**src/hbs_map.svh**
```systemverilog
`ifndef HBS_MAP_SVH
`define HBS_MAP_SVH
// register byte offsets
`define HBS_OFF_HS_EN 8'h00
`define HBS_OFF_LS_EN 8'h04
`define HBS_OFF_OL_CTRL 8'h08
`define HBS_OFF_GLOBAL 8'h0C
`define HBS_OFF_OC 8'h10
`define HBS_OFF_OL 8'h14
`define HBS_OFF_GATES 8'h18
// global status bit positions
`define HBS_BIT_NEGATED_POWER_ON_RESET_BIT 0
`define HBS_BIT_TPW 1
`define HBS_BIT_TSD 2
`define HBS_BIT_OV 4
`define HBS_BIT_UV 5
`define HBS_BIT_LE 6
// timing
`define HBS_CLK_NS 20
`define HBS_DEAD_NS 500
`define HBS_DEAD_CYC ((`HBS_DEAD_NS + `HBS_CLK_NS - 1) / `HBS_CLK_NS)
`define HBS_OC_FILT_NS 10000
`define HBS_OC_FILT_CYC ((`HBS_OC_FILT_NS + `HBS_CLK_NS - 1) / `HBS_CLK_NS)
`define HBS_OL_FILT_NS 200000
`define HBS_OL_FILT_CYC ((`HBS_OL_FILT_NS + `HBS_CLK_NS - 1) / `HBS_CLK_NS)
`define HBS_LED_FILT_NS 20000
`define HBS_LED_FILT_CYC ((`HBS_LED_FILT_NS + `HBS_CLK_NS - 1) / `HBS_CLK_NS)
`endif

```
**src/hbs_pkg.sv**
```systemverilog
package hbs_pkg;
  typedef struct packed {
    logic [7:0] hs_en;
    logic [7:0] ls_en;
    logic [1:0] led;
    logic temp_prewarning_flag;
    logic temp_shutdown_flag;
    logic uv;
    logic ov;
    logic negated_power_on_reset_bit;
    logic [15:0] oc;
    logic [15:0] ol;
    logic [7:0] gh;
    logic [7:0] gl;
    logic [7:0][7:0] dt;
    logic [15:0][15:0] occ;
    logic [15:0][15:0] olc;
    logic wr_pend;
    logic [7:0] waddr;
    logic [31:0] rdata;
    logic rdy;
    logic resp;
  } hbs_state_t;
endpackage : hbs_pkg

```
**src/hbs_fault_supervisor.sv**
```systemverilog
`include "hbs_map.svh"
module hbs_fault_supervisor
  import hbs_pkg::*;
#(
  parameter int OL_FILT_CYC = `HBS_OL_FILT_CYC
) (
  input wire logic hclk,
  input wire logic hresetn,
  input wire logic hsel,
  input wire logic [31:0] haddr,
  input wire logic [1:0] htrans,
  input wire logic hwrite,
  input wire logic [2:0] hsize,
  input wire logic [31:0] hwdata,
  input wire logic hready,
  output logic hreadyout,
  output logic hresp,
  output logic [31:0] hrdata,
  input wire logic en,
  input wire logic [7:0] oc_hs,
  input wire logic [7:0] oc_ls,
  input wire logic [7:0] ol_hs,
  input wire logic [7:0] ol_ls,
  input wire logic [7:0] fw_hs,
  input wire logic [7:0] fw_ls,
  input wire logic temp_warn,
  input wire logic temp_sd,
  input wire logic supply_undervoltage_flag,
  input wire logic supply_overvoltage_flag,
  output logic [7:0] gate_hs,
  output logic [7:0] gate_ls,
  output logic [1:0] led_sel
);

  localparam logic [7:0] DEAD = 8'(`HBS_DEAD_CYC);
  localparam logic [15:0] OC_F = 16'(`HBS_OC_FILT_CYC);
  localparam logic [15:0] OL_F = 16'(OL_FILT_CYC);
  localparam logic [15:0] LED_F = 16'(`HBS_LED_FILT_CYC);

  hbs_state_t s;
  hbs_state_t n;
  logic allowed;
  logic addr_ok;
  logic [15:0] oc_in;
  logic [15:0] ol_in;
  logic [15:0] fw_in;
  logic [15:0] g;
  logic [15:0] filt;
  logic [7:0] want_h;
  logic [7:0] want_l;
  logic glb_wr;
  logic [7:0] glb_clr;

  assign oc_in = {oc_ls, oc_hs};
  assign ol_in = {ol_ls, ol_hs};
  assign fw_in = {fw_ls, fw_hs};
  assign g = {s.gl, s.gh};
  assign addr_ok = hsel & hready & htrans[1];
  assign glb_wr = s.wr_pend & (s.waddr == `HBS_OFF_GLOBAL);
  assign glb_clr = glb_wr ? hwdata[7:0] : 8'h00;
  // live supply faults drop the stages at once; they come back by themselves
  // a temperature warning is deliberately absent here: it only reports
  assign allowed = en & ~s.temp_shutdown_flag & ~supply_undervoltage_flag & ~supply_overvoltage_flag;

  ////////////////////////////////////////////////////////////////////////////
  always_comb begin
    n = s;
    // register writes land in the data phase
    if (s.wr_pend) begin
      case (s.waddr)
        `HBS_OFF_HS_EN: n.hs_en = hwdata[7:0];
        `HBS_OFF_LS_EN: n.ls_en = hwdata[7:0];
        `HBS_OFF_OL_CTRL: n.led = hwdata[1:0];
        `HBS_OFF_GLOBAL: begin
          if (hwdata[`HBS_BIT_TPW]) n.temp_prewarning_flag = 1'b0;
          if (hwdata[`HBS_BIT_TSD]) n.temp_shutdown_flag = 1'b0;
          if (hwdata[`HBS_BIT_UV]) n.uv = 1'b0;
          if (hwdata[`HBS_BIT_OV]) n.ov = 1'b0;
          // clearing the reset indication only counts in normal mode
          if (hwdata[`HBS_BIT_NEGATED_POWER_ON_RESET_BIT] && en) n.negated_power_on_reset_bit = 1'b1;
        end
        `HBS_OFF_OC: n.oc = s.oc & ~hwdata[15:0];
        `HBS_OFF_OL: n.ol = s.ol & ~hwdata[15:0];
        default: ;
      endcase
    end
    // hardware sets after the clears so a coincident event wins
    if (temp_warn) n.temp_prewarning_flag = 1'b1;
    if (temp_sd) n.temp_shutdown_flag = 1'b1;
    if (supply_undervoltage_flag) n.uv = 1'b1;
    if (supply_overvoltage_flag) n.ov = 1'b1;
    // per-switch filters; index 0..7 high sides, 8..15 low sides
    for (int j = 0; j < 16; j++) begin
      filt[j] = 1'b0;
      if (g[j] && oc_in[j]) begin
        filt[j] = (s.occ[j] == OC_F - 16'h0001);
        if (!filt[j]) n.occ[j] = s.occ[j] + 16'h0001;
        if (filt[j]) n.oc[j] = 1'b1;
      end else begin
        n.occ[j] = 16'h0000;
      end
      // free-wheeling stages see no load current by design
      if (g[j] && ol_in[j] && !fw_in[j]) begin
        if (j < 2 && s.led[j[0]]) begin
          if (s.olc[j] == LED_F - 16'h0001) n.ol[j] = 1'b1;
          else n.olc[j] = s.olc[j] + 16'h0001;
        end else begin
          if (s.olc[j] == OL_F - 16'h0001) n.ol[j] = 1'b1;
          else n.olc[j] = s.olc[j] + 16'h0001;
        end
      end else begin
        n.olc[j] = 16'h0000;
      end
    end
    // gate drive; enable bits are never touched by faults
    for (int i = 0; i < 8; i++) begin
      want_h[i] = s.hs_en[i] & ~s.ls_en[i] & allowed & ~s.oc[i];
      want_l[i] = s.ls_en[i] & ~s.hs_en[i] & allowed & ~s.oc[i + 8];
      // a side turns on only once the other is off and the gap has run out
      n.gh[i] = want_h[i] & (s.gh[i] | (~s.gl[i] & (s.dt[i] == 8'h00)));
      n.gl[i] = want_l[i] & (s.gl[i] | (~s.gh[i] & (s.dt[i] == 8'h00)));
      if ((s.gh[i] & ~n.gh[i]) | (s.gl[i] & ~n.gl[i])) n.dt[i] = DEAD;
      else if (s.dt[i] != 8'h00) n.dt[i] = s.dt[i] - 8'h01;
    end
    // bus address phase; zero wait states, always OKAY
    n.wr_pend = addr_ok & hwrite;
    n.waddr = haddr[7:0];
    n.rdata = 32'h00000000;
    if (addr_ok && !hwrite && haddr[31:8] == 24'h000000) begin
      case (haddr[7:0])
        `HBS_OFF_HS_EN: n.rdata[7:0] = n.hs_en;
        `HBS_OFF_LS_EN: n.rdata[7:0] = n.ls_en;
        `HBS_OFF_OL_CTRL: n.rdata[1:0] = n.led;
        `HBS_OFF_GLOBAL: begin
          n.rdata[`HBS_BIT_NEGATED_POWER_ON_RESET_BIT] = n.negated_power_on_reset_bit;
          n.rdata[`HBS_BIT_TPW] = n.temp_prewarning_flag;
          n.rdata[`HBS_BIT_TSD] = n.temp_shutdown_flag;
          n.rdata[`HBS_BIT_OV] = n.ov;
          n.rdata[`HBS_BIT_UV] = n.uv;
          n.rdata[`HBS_BIT_LE] = |{n.oc, n.ol};
        end
        `HBS_OFF_OC: n.rdata[15:0] = n.oc;
        `HBS_OFF_OL: n.rdata[15:0] = n.ol;
        `HBS_OFF_GATES: n.rdata[15:0] = {n.gl, n.gh};
        default: ;
      endcase
    end
    n.rdy = 1'b1;
    n.resp = 1'b0;
  end

  ////////////////////////////////////////////////////////////////////////////
  // hresetn is the logic-supply reset: all stages off, negated_power_on_reset_bit reads 0
  always_ff @(posedge hclk or negedge hresetn) begin
    if (!hresetn) begin
      s <= '0;
    end else begin
      s <= n;
    end
  end

  assign hreadyout = s.rdy;
  assign hresp = s.resp;
  assign hrdata = s.rdata;
  assign gate_hs = s.gh;
  assign gate_ls = s.gl;
  assign led_sel = s.led;
endmodule : hbs_fault_supervisor

```
**config.mk**
```make
export PLATFORM = sky130hd
export DESIGN_NAME = hbs_fault_supervisor
export DESIGN_NICKNAME = d
export VERILOG_FILES = /design/src/hbs_pkg.sv /design/src/hbs_fault_supervisor.sv
export VERILOG_INCLUDE_DIRS = /design/src
export SDC_FILE = /design/constraint.sdc
export NUM_CORES = 1
export LEC_CHECK = 0
export BUFFER_PORTS_ARGS = -buffer_cell sky130_fd_sc_hd__buf_2
export CAP_MARGIN = 15
export CORE_MARGIN = 2
export CORE_UTILIZATION = 62
export CTS_BUF_LIST = sky130_fd_sc_hd__clkbuf_16
export CTS_CLUSTER_SIZE = 25
export DETAILED_ROUTE_END_ITERATION = 10
export GPL_TIMING_DRIVEN = 0
export PLACE_DENSITY = 0.81
export SLEW_MARGIN = 20
export SYNTH_ARGS = -nofsm -noshare
export SYNTH_HDL_FRONTEND = slang
export SYNTH_SLANG_ARGS = --single-unit
```
**constraint.sdc**
```tcl
create_clock -name hclk -period 3.8 [get_ports hclk]
set_input_delay 0.57 -clock hclk [delete_from_list [all_inputs] [get_ports hclk]]
set_output_delay 0.57 -clock hclk [all_outputs]
set_load 0.005 [all_outputs]
```
==> impl_metrics.toml, run 1 <==
[yosys]
synth-warning-count = 0
synth_seq_cells = 673
synth_edf_count = 0
ys_seq_area_share_pct = 51.3
synth_ff_type = "dfrtp_1"
synth_top_family_by_area = "simple AND/OR/NAND/NOR gates"
synth-xor-area-share_pct = 11.0
synth_compound_area_share_pct = 5.51
syn_avg_cell_area_um2 = 9.59
syn-cell-area_um2 = 32800
synth.area.mux_share_pct = 2.01
synthArstFlopShare_pct = 100
synth.distinct_cells = 65
synth_fa_ha_area_share_pct = 1.53
synth_cells = 3421
synthSimpleGateAreaFrac_pct = 25.9

[global_route]
grt_max_degree = 103
grtUsageTotal_pct = 27.7
first_global_vias = 24800
grt_pass1_wl_um = 122000
grt_overflow = 0
antenna_found_initial = 13

[place]
hpwl_um = 51900
gp_congestion = 0.896
placed_cell_area_um2 = 34700
port_buffers = 141

[detailed_routing]
drc = 4
dr.pass1.iters = 11
vias_per_cell = 5.85
drt_iter0_drc = 2072
vias = 25800
wirelength_um = 74700
wire_per_inst_um = 16.9
ant_nets = 0

[timing]
rsz0062_at_grt = "no"
fin_worst_skew_ns = 0.0173
fin_hold_ws_ns = 0.0927
fmax_mhz = 266
setup_viol = 0
period_needed_ns = 3.76
slew_headroom_pct = 29.1
fin_crit_sh_pct = 99.1
finalHoldViolations = 0
drv_slew = 0
tightest_slew_ns = 1.05

[clocking]
cts_made_buffers = 71
clock_path_buffers = 3
clk_latency_ns = 0.60
clock_sinks = 673
cts_tree = "yes"
clock-root-buffer = "clkbuf_16"
clk_pin_slew_ns = 0.06
cts_setup_buffers = 0
cts_max_level = 3

[layout]
areaGrowthSynthToFinish_pct = 12.4
final_area_um2 = 36900
fin_nets = 3826
drive_above_1_share_pct = 9.32

[status]
status = "finished with violations"
violations = "design-rule violations"

[pwr]
power_density_nw_per_um2 = 381
power_leakage_uw = 0.0156
peakVddDrop_mv = 0.344

[setup_path]
criticalPathCategory = "register to register"
worstSetupEndpointType = "register"
crit_arrival_ns = 4.17
cp.required_ns = 4.21
crit_fanout = 10
start_kind = "register"

[floorplanning]
dieArea_um2 = 54800
initial_core_util_pct = 62.6
core_um2 = 52400
die_w_um = 234
num_io_pins = 179
num_rows = 84
die_h_um = 234

[hold_path]
hp-class = "primary input to register"

[job]
drv_cap = 0
-- cells in the mapped netlist (24+ instances only) --
cell type | number | area (um^2)
nor4b_1 | 24 | 210
a21oi_1 | 109 | 546
buf_4 | 51 | 383
nand3b_1 | 26 | 195
nand4_1 | 89 | 557
o21ai_0 | 88 | 440
o31ai_1 | 29 | 218
nor3_1 | 67 | 335
clkbuf_1 | 73 | 274
nand2_1 | 295 | 1110
nand3_1 | 201 | 1010
ha_1 | 40 | 500
dfrtp_1 | 673 | 16800
nor4_1 | 45 | 282
xnor2_1 | 135 | 1180
xor2_1 | 279 | 2440
mux2i_1 | 40 | 400
inv_1 | 54 | 203
or3_1 | 91 | 569
and3_1 | 109 | 682
nor2_1 | 652 | 2450
-- critical path: stages (launching register included) --
cell and delay, ns:
dfrtp_1 0.41, or4b_1 0.50, clkbuf_1 0.22, clkbuf_1 0.44, o31ai_2 0.51, o21ai_0 0.39, nor4_1 0.45, nand4_1 0.17
nor4_1 0.26, o22ai_1 0.21
-- layout make-up --
class                           instances  area [um^2]
Multi-Input combinational cell       2582        15200
Tap cell                              688          861
Timing Repair Buffer                  150          923
Sequential cell                       673        16800
Antenna cell                           10         25.0
Buffer                                127          672
Clock buffer                           73         1830
Fill cell                            3854        15600
Inverter                               54          203
Clock inverter                         52          334
-- worst paths after layout --
path	startpoint	to	slack, ns	cells after the start
worst max-delay path	s[35]	hrdata[6]	0.04	9
worst min-delay path	haddr[7]	s[41]	0.09	1
worst max register to register	s[35]	hrdata[6]	0.04	9
worst min register to register	s[668]	s[668]	0.49	1
max in group asynchronous	hresetn	s[77]	1.58	5
min in group asynchronous	hresetn	s[169]	0.50	2
-- state kept, by name, summed over array words and instances, names as in the netlist --
signal / count
s: 638
hrdata: 16
gate_hs: 8
gate_ls: 8
led_sel: 2
hreadyout: 1
-- metal layers --
layer | vias up | track usage [%] | share of wire (%)
met5 | - | 0 | 0.076
met4 | 10 | 10.4 | 3.6
met3 | 186 | 5.90 | 7.3
met2 | 794 | 44.4 | 47
met1 | 12600 | 37.2 | 42
li1 | 12200 | - | -
-- power breakdown --
group	internal, uW	switching [uW]
Sequential	7180	13.7
Combinational	102	220
Clock	3740	2790
-- layout by cell type, fill, tap and decap left out, types with 15 or more instances in the layout --
cell type / n
and4_1: 18
clkinv_2: 15
xor2_1: 279
or3_1: 91
nor4_1: 44
clkbuf_16: 73
conb_1: 18
or4_1: 17
and3_1: 109
xnor2_1: 135
nor3_1: 66
mux2i_1: 40
buf_4: 51
dfrtp_1: 673
o21ai_0: 88
a21oi_1: 109
nand3_1: 201
nand2b_1: 20
o31ai_1: 27
nand3b_1: 26
ha_1: 40
nand4_1: 89
buf_2: 143
mux2_2: 23
nor4b_1: 23
nand2_1: 295
nor2_1: 652
inv_1: 71
clkbuf_1: 71
-- metrics by stage --
step / util, % / instances / power, uW / setup WS (ns) / TNS (ns)
after floorplan: - / 3437 / 7400 / 0.980 / 0
after detailed placement: 66.1 / 4274 / 7650 / -0.0781 / -0.0781
after global placement: 65.7 / 4266 / 7630 / -11.72 / -7816.25
final: 70.3 / 4409 / 14000 / 0.0351 / 0
after CTS: 70.3 / 4400 / 14200 / 0.00565 / 0
after global routing: 70.3 / 4404 / 14500 / 0.0619 / 0
-- cells by family after synthesis --
| kind of cell | after synthesis |
|---|---|
| simple gates | 1741 |
| mux | 63 |
| xor+xnor | 414 |
| fa+ha+maj | 40 |
| flops | 673 |
| buf+inv | 182 |
| other cells | 2 |
| compound gates | 306 |
-- timing repair --
| item | 4_1_cts | 5_1_grt |
|---|---|---|
| hold endpoints to repair | 62 | 0 |
| cloned | 0 | 0 |
| hold buffers | 1 | 0 |
| setup endpoints to repair | 1 | 1 |
| gates resized for setup | 1 | 2 |
Note: power is estimated with default switching activity, not from simulation.
==> run 2: changes to the inputs <==
==> constraint.sdc (replaced) <==
create_clock -name hclk -period 3.8 [get_ports hclk]
set_input_delay 0.38 -clock hclk [delete_from_list [all_inputs] [get_ports hclk]]
set_output_delay 0.38 -clock hclk [all_outputs]
set_load 0.005 [all_outputs]
==> run 2 against run 1 <==
The flow now finishes without violations. Fmax increased by 1.6%. Critical path depth did not move. Combinational power is 3% higher. Register-to-register slack better by 0.06 ns. Largest cell class unchanged. Cell count increased by 0.18%. Setup slack gained 0.061 ns. Clock skew up 0.0018 ns. Clock-buffer cell count stayed put. Largest power group unchanged.
==> impl_metrics.toml, run 2 (same netlist as run 1, synthesis figures left out) <==
[status]
status = "finished clean"

[pwr]
power_density_nw_per_um2 = 380
power_leakage_uw = 0.0157
power_uw = 14100
peakVddDrop_mv = 0.345

[timing]
fin_hold_ws_ns = 0.0408
fmax_mhz = 270
tightest_slew_ns = 1.00
period_needed_ns = 3.70
fin_crit_sh_pct = 97.5
rsz0062_at_grt = "no"
finalHoldViolations = 0
setup_viol = 0
slew_headroom_pct = 32.4
drv_slew = 0
fin_worst_skew_ns = 0.0191

[clocking]
clock-root-buffer = "clkbuf_16"
cts_setup_buffers = 0
cts_max_level = 3
clock_sinks = 673
cts_made_buffers = 71
clock_path_buffers = 3
clk_pin_slew_ns = 0.06
cts_tree = "yes"
clk_latency_ns = 0.60

[setup_path]
timing.rr.start = "s[39]"
criticalPathCategory = "register to register"
critPathTopFamily = "simple AND/OR/NAND/NOR gates"
cpMostUsedCell = "nor4_1"
reg2reg_depth = 9
crit_arrival_ns = 4.12
cp_slowest_cell = "or4b_1"
worstSetupEndpointType = "register"
worstPathCellList = "or4b_1 > buf_2 > clkbuf_1 > o31ai_2 > o21ai_0 > nor4_1 > nand4_1 > nor4_1 > o22ai_1"
cp.required_ns = 4.22
rrSetupSlack_ns = 0.1
slowest_delay_ns = 0.59
start_kind = "register"
crit_fanout = 10
r2r-end = "hrdata[6]"
path_buf_inv = 2

[layout]
layout_commonest_cell = "dfrtp_1"
largest_reg_flops = 638
fin_nets = 3836
drive_above_1_share_pct = 9.30
areaGrowthSynthToFinish_pct = 12.7
fin_util_pct = 70.5
num-fill-cells = 3843
regMostFlops = "s"
layout_common_cells = "dfrtp_1, nor2_1, nand2_1"

[detailed_routing]
dr.pass1.iters = 8
ant_nets = 0
drc = 0
wirelength_um = 74700
vias = 25700
vias_per_cell = 5.83
wire_per_inst_um = 16.9
drt_iter0_drc = 2172

[place]
gp_congestion = 0.896
hpwl_um = 51900
port_buffers = 141

[global_route]
grtUsageMet2_pct = 44.6
antenna_found_initial = 10
met3_usage_pct = 5.73
first_global_vias = 24900
grtUsageTotal_pct = 27.8
grt.busiest_layer = "met2"
grt_max_degree = 103
grt_overflow = 0
grt_use_met1_pct = 37.4
grt_pass1_wl_um = 122000

[floorplanning]
initial_core_util_pct = 62.6
num_io_pins = 179
dieArea_um2 = 54800
num_rows = 84
core_um2 = 52400
die_w_um = 234
die_h_um = 234

[job]
drv_cap = 0

[hold_path]
hold_depth = 2
hp-class = "primary input to register"
min_to = "s[668]"
hold_start = "supply_overvoltage_flag"
-- run 2: changes by cell type in the layout (fill, tap and decap cells not counted), sizes merged --
| cell | before | now |
|---|---|---|
| dlygate4sd3 | 1 | 11 |
| diode | 10 | 8 |
-- run 2: timing repair --
action,CTS,global route
hold buffers,11,0
setup endpoints to repair,1,1
endpoints found under the hold margin,72,0
gates resized for setup,1,2
-- run 2: worst register-to-register path: cells and delay by family (launching register included) --
family                 cells  cell delay (ns)
AND/OR/NAND/NOR            4             1.46
AO/OA/AOI/OAI              3             1.10
buffers and inverters      2             0.59
flip-flops                 1             0.38
-- run 2: per-layer routing --
metal  vias to the layer above  routed length (um)
met3                       164                5540
met1                     12500               31500
met2                       816               35100
li1                      12200                   -
met4                         6                2530
met5                         -                  30
-- run 2: per-stage QoR --
| step | cell area [um^2] | std cells | setup TNS, ns | setup WS [ns] |
|---|---|---|---|---|
| after floorplan | 32900 | 3437 | 0 | 0.980 |
| after global placement | 34400 | 4266 | -7688.38 | -11.53 |
| after detailed placement | 34700 | 4274 | -0.0781 | -0.0781 |
| after CTS | 36900 | 4410 | 0 | 0.00565 |
| after global routing | 37000 | 4413 | 0 | 0.0657 |
| final | 37000 | 4417 | 0 | 0.0961 |
-- run 2: worst max path at each step --
stage / start / endpoint / slack (ns) / cells after the start
floorplan: s[36] / hrdata[6] / 0.98 / 8
global placement: hresetn / s[88] / -11.53 / 1
detailed placement: s[42] / hrdata[6] / -0.08 / 9
CTS: s[37] / hrdata[6] / 0.006 / 9
global route: s[37] / hrdata[6] / 0.07 / 9
finish: s[39] / hrdata[6] / 0.1 / 9
-- run 2: cell type report --
class                      instances  area (um^2)  area share, %
sequential                       673        16800           45.6
antenna                            8         20.0         0.0541
tap                              688          861           2.33
clock buffer                      73         1830           4.94
clock inverter                    52          334          0.904
multi-input combinational       2582        15200           41.1
timing repair buffer             160         1020           2.77
inverter                          54          203          0.548
buffer                           127          672           1.82
-- run 2: report_power, final --
part           internal [uW]  total, uW  switching, uW  leakage (uW)
registers               7180       7200           13.9       0.00912
clock network           3740       6520           2780       0.00114
logic                    109        332            223       0.00541
total                  11000      14100           3020        0.0157
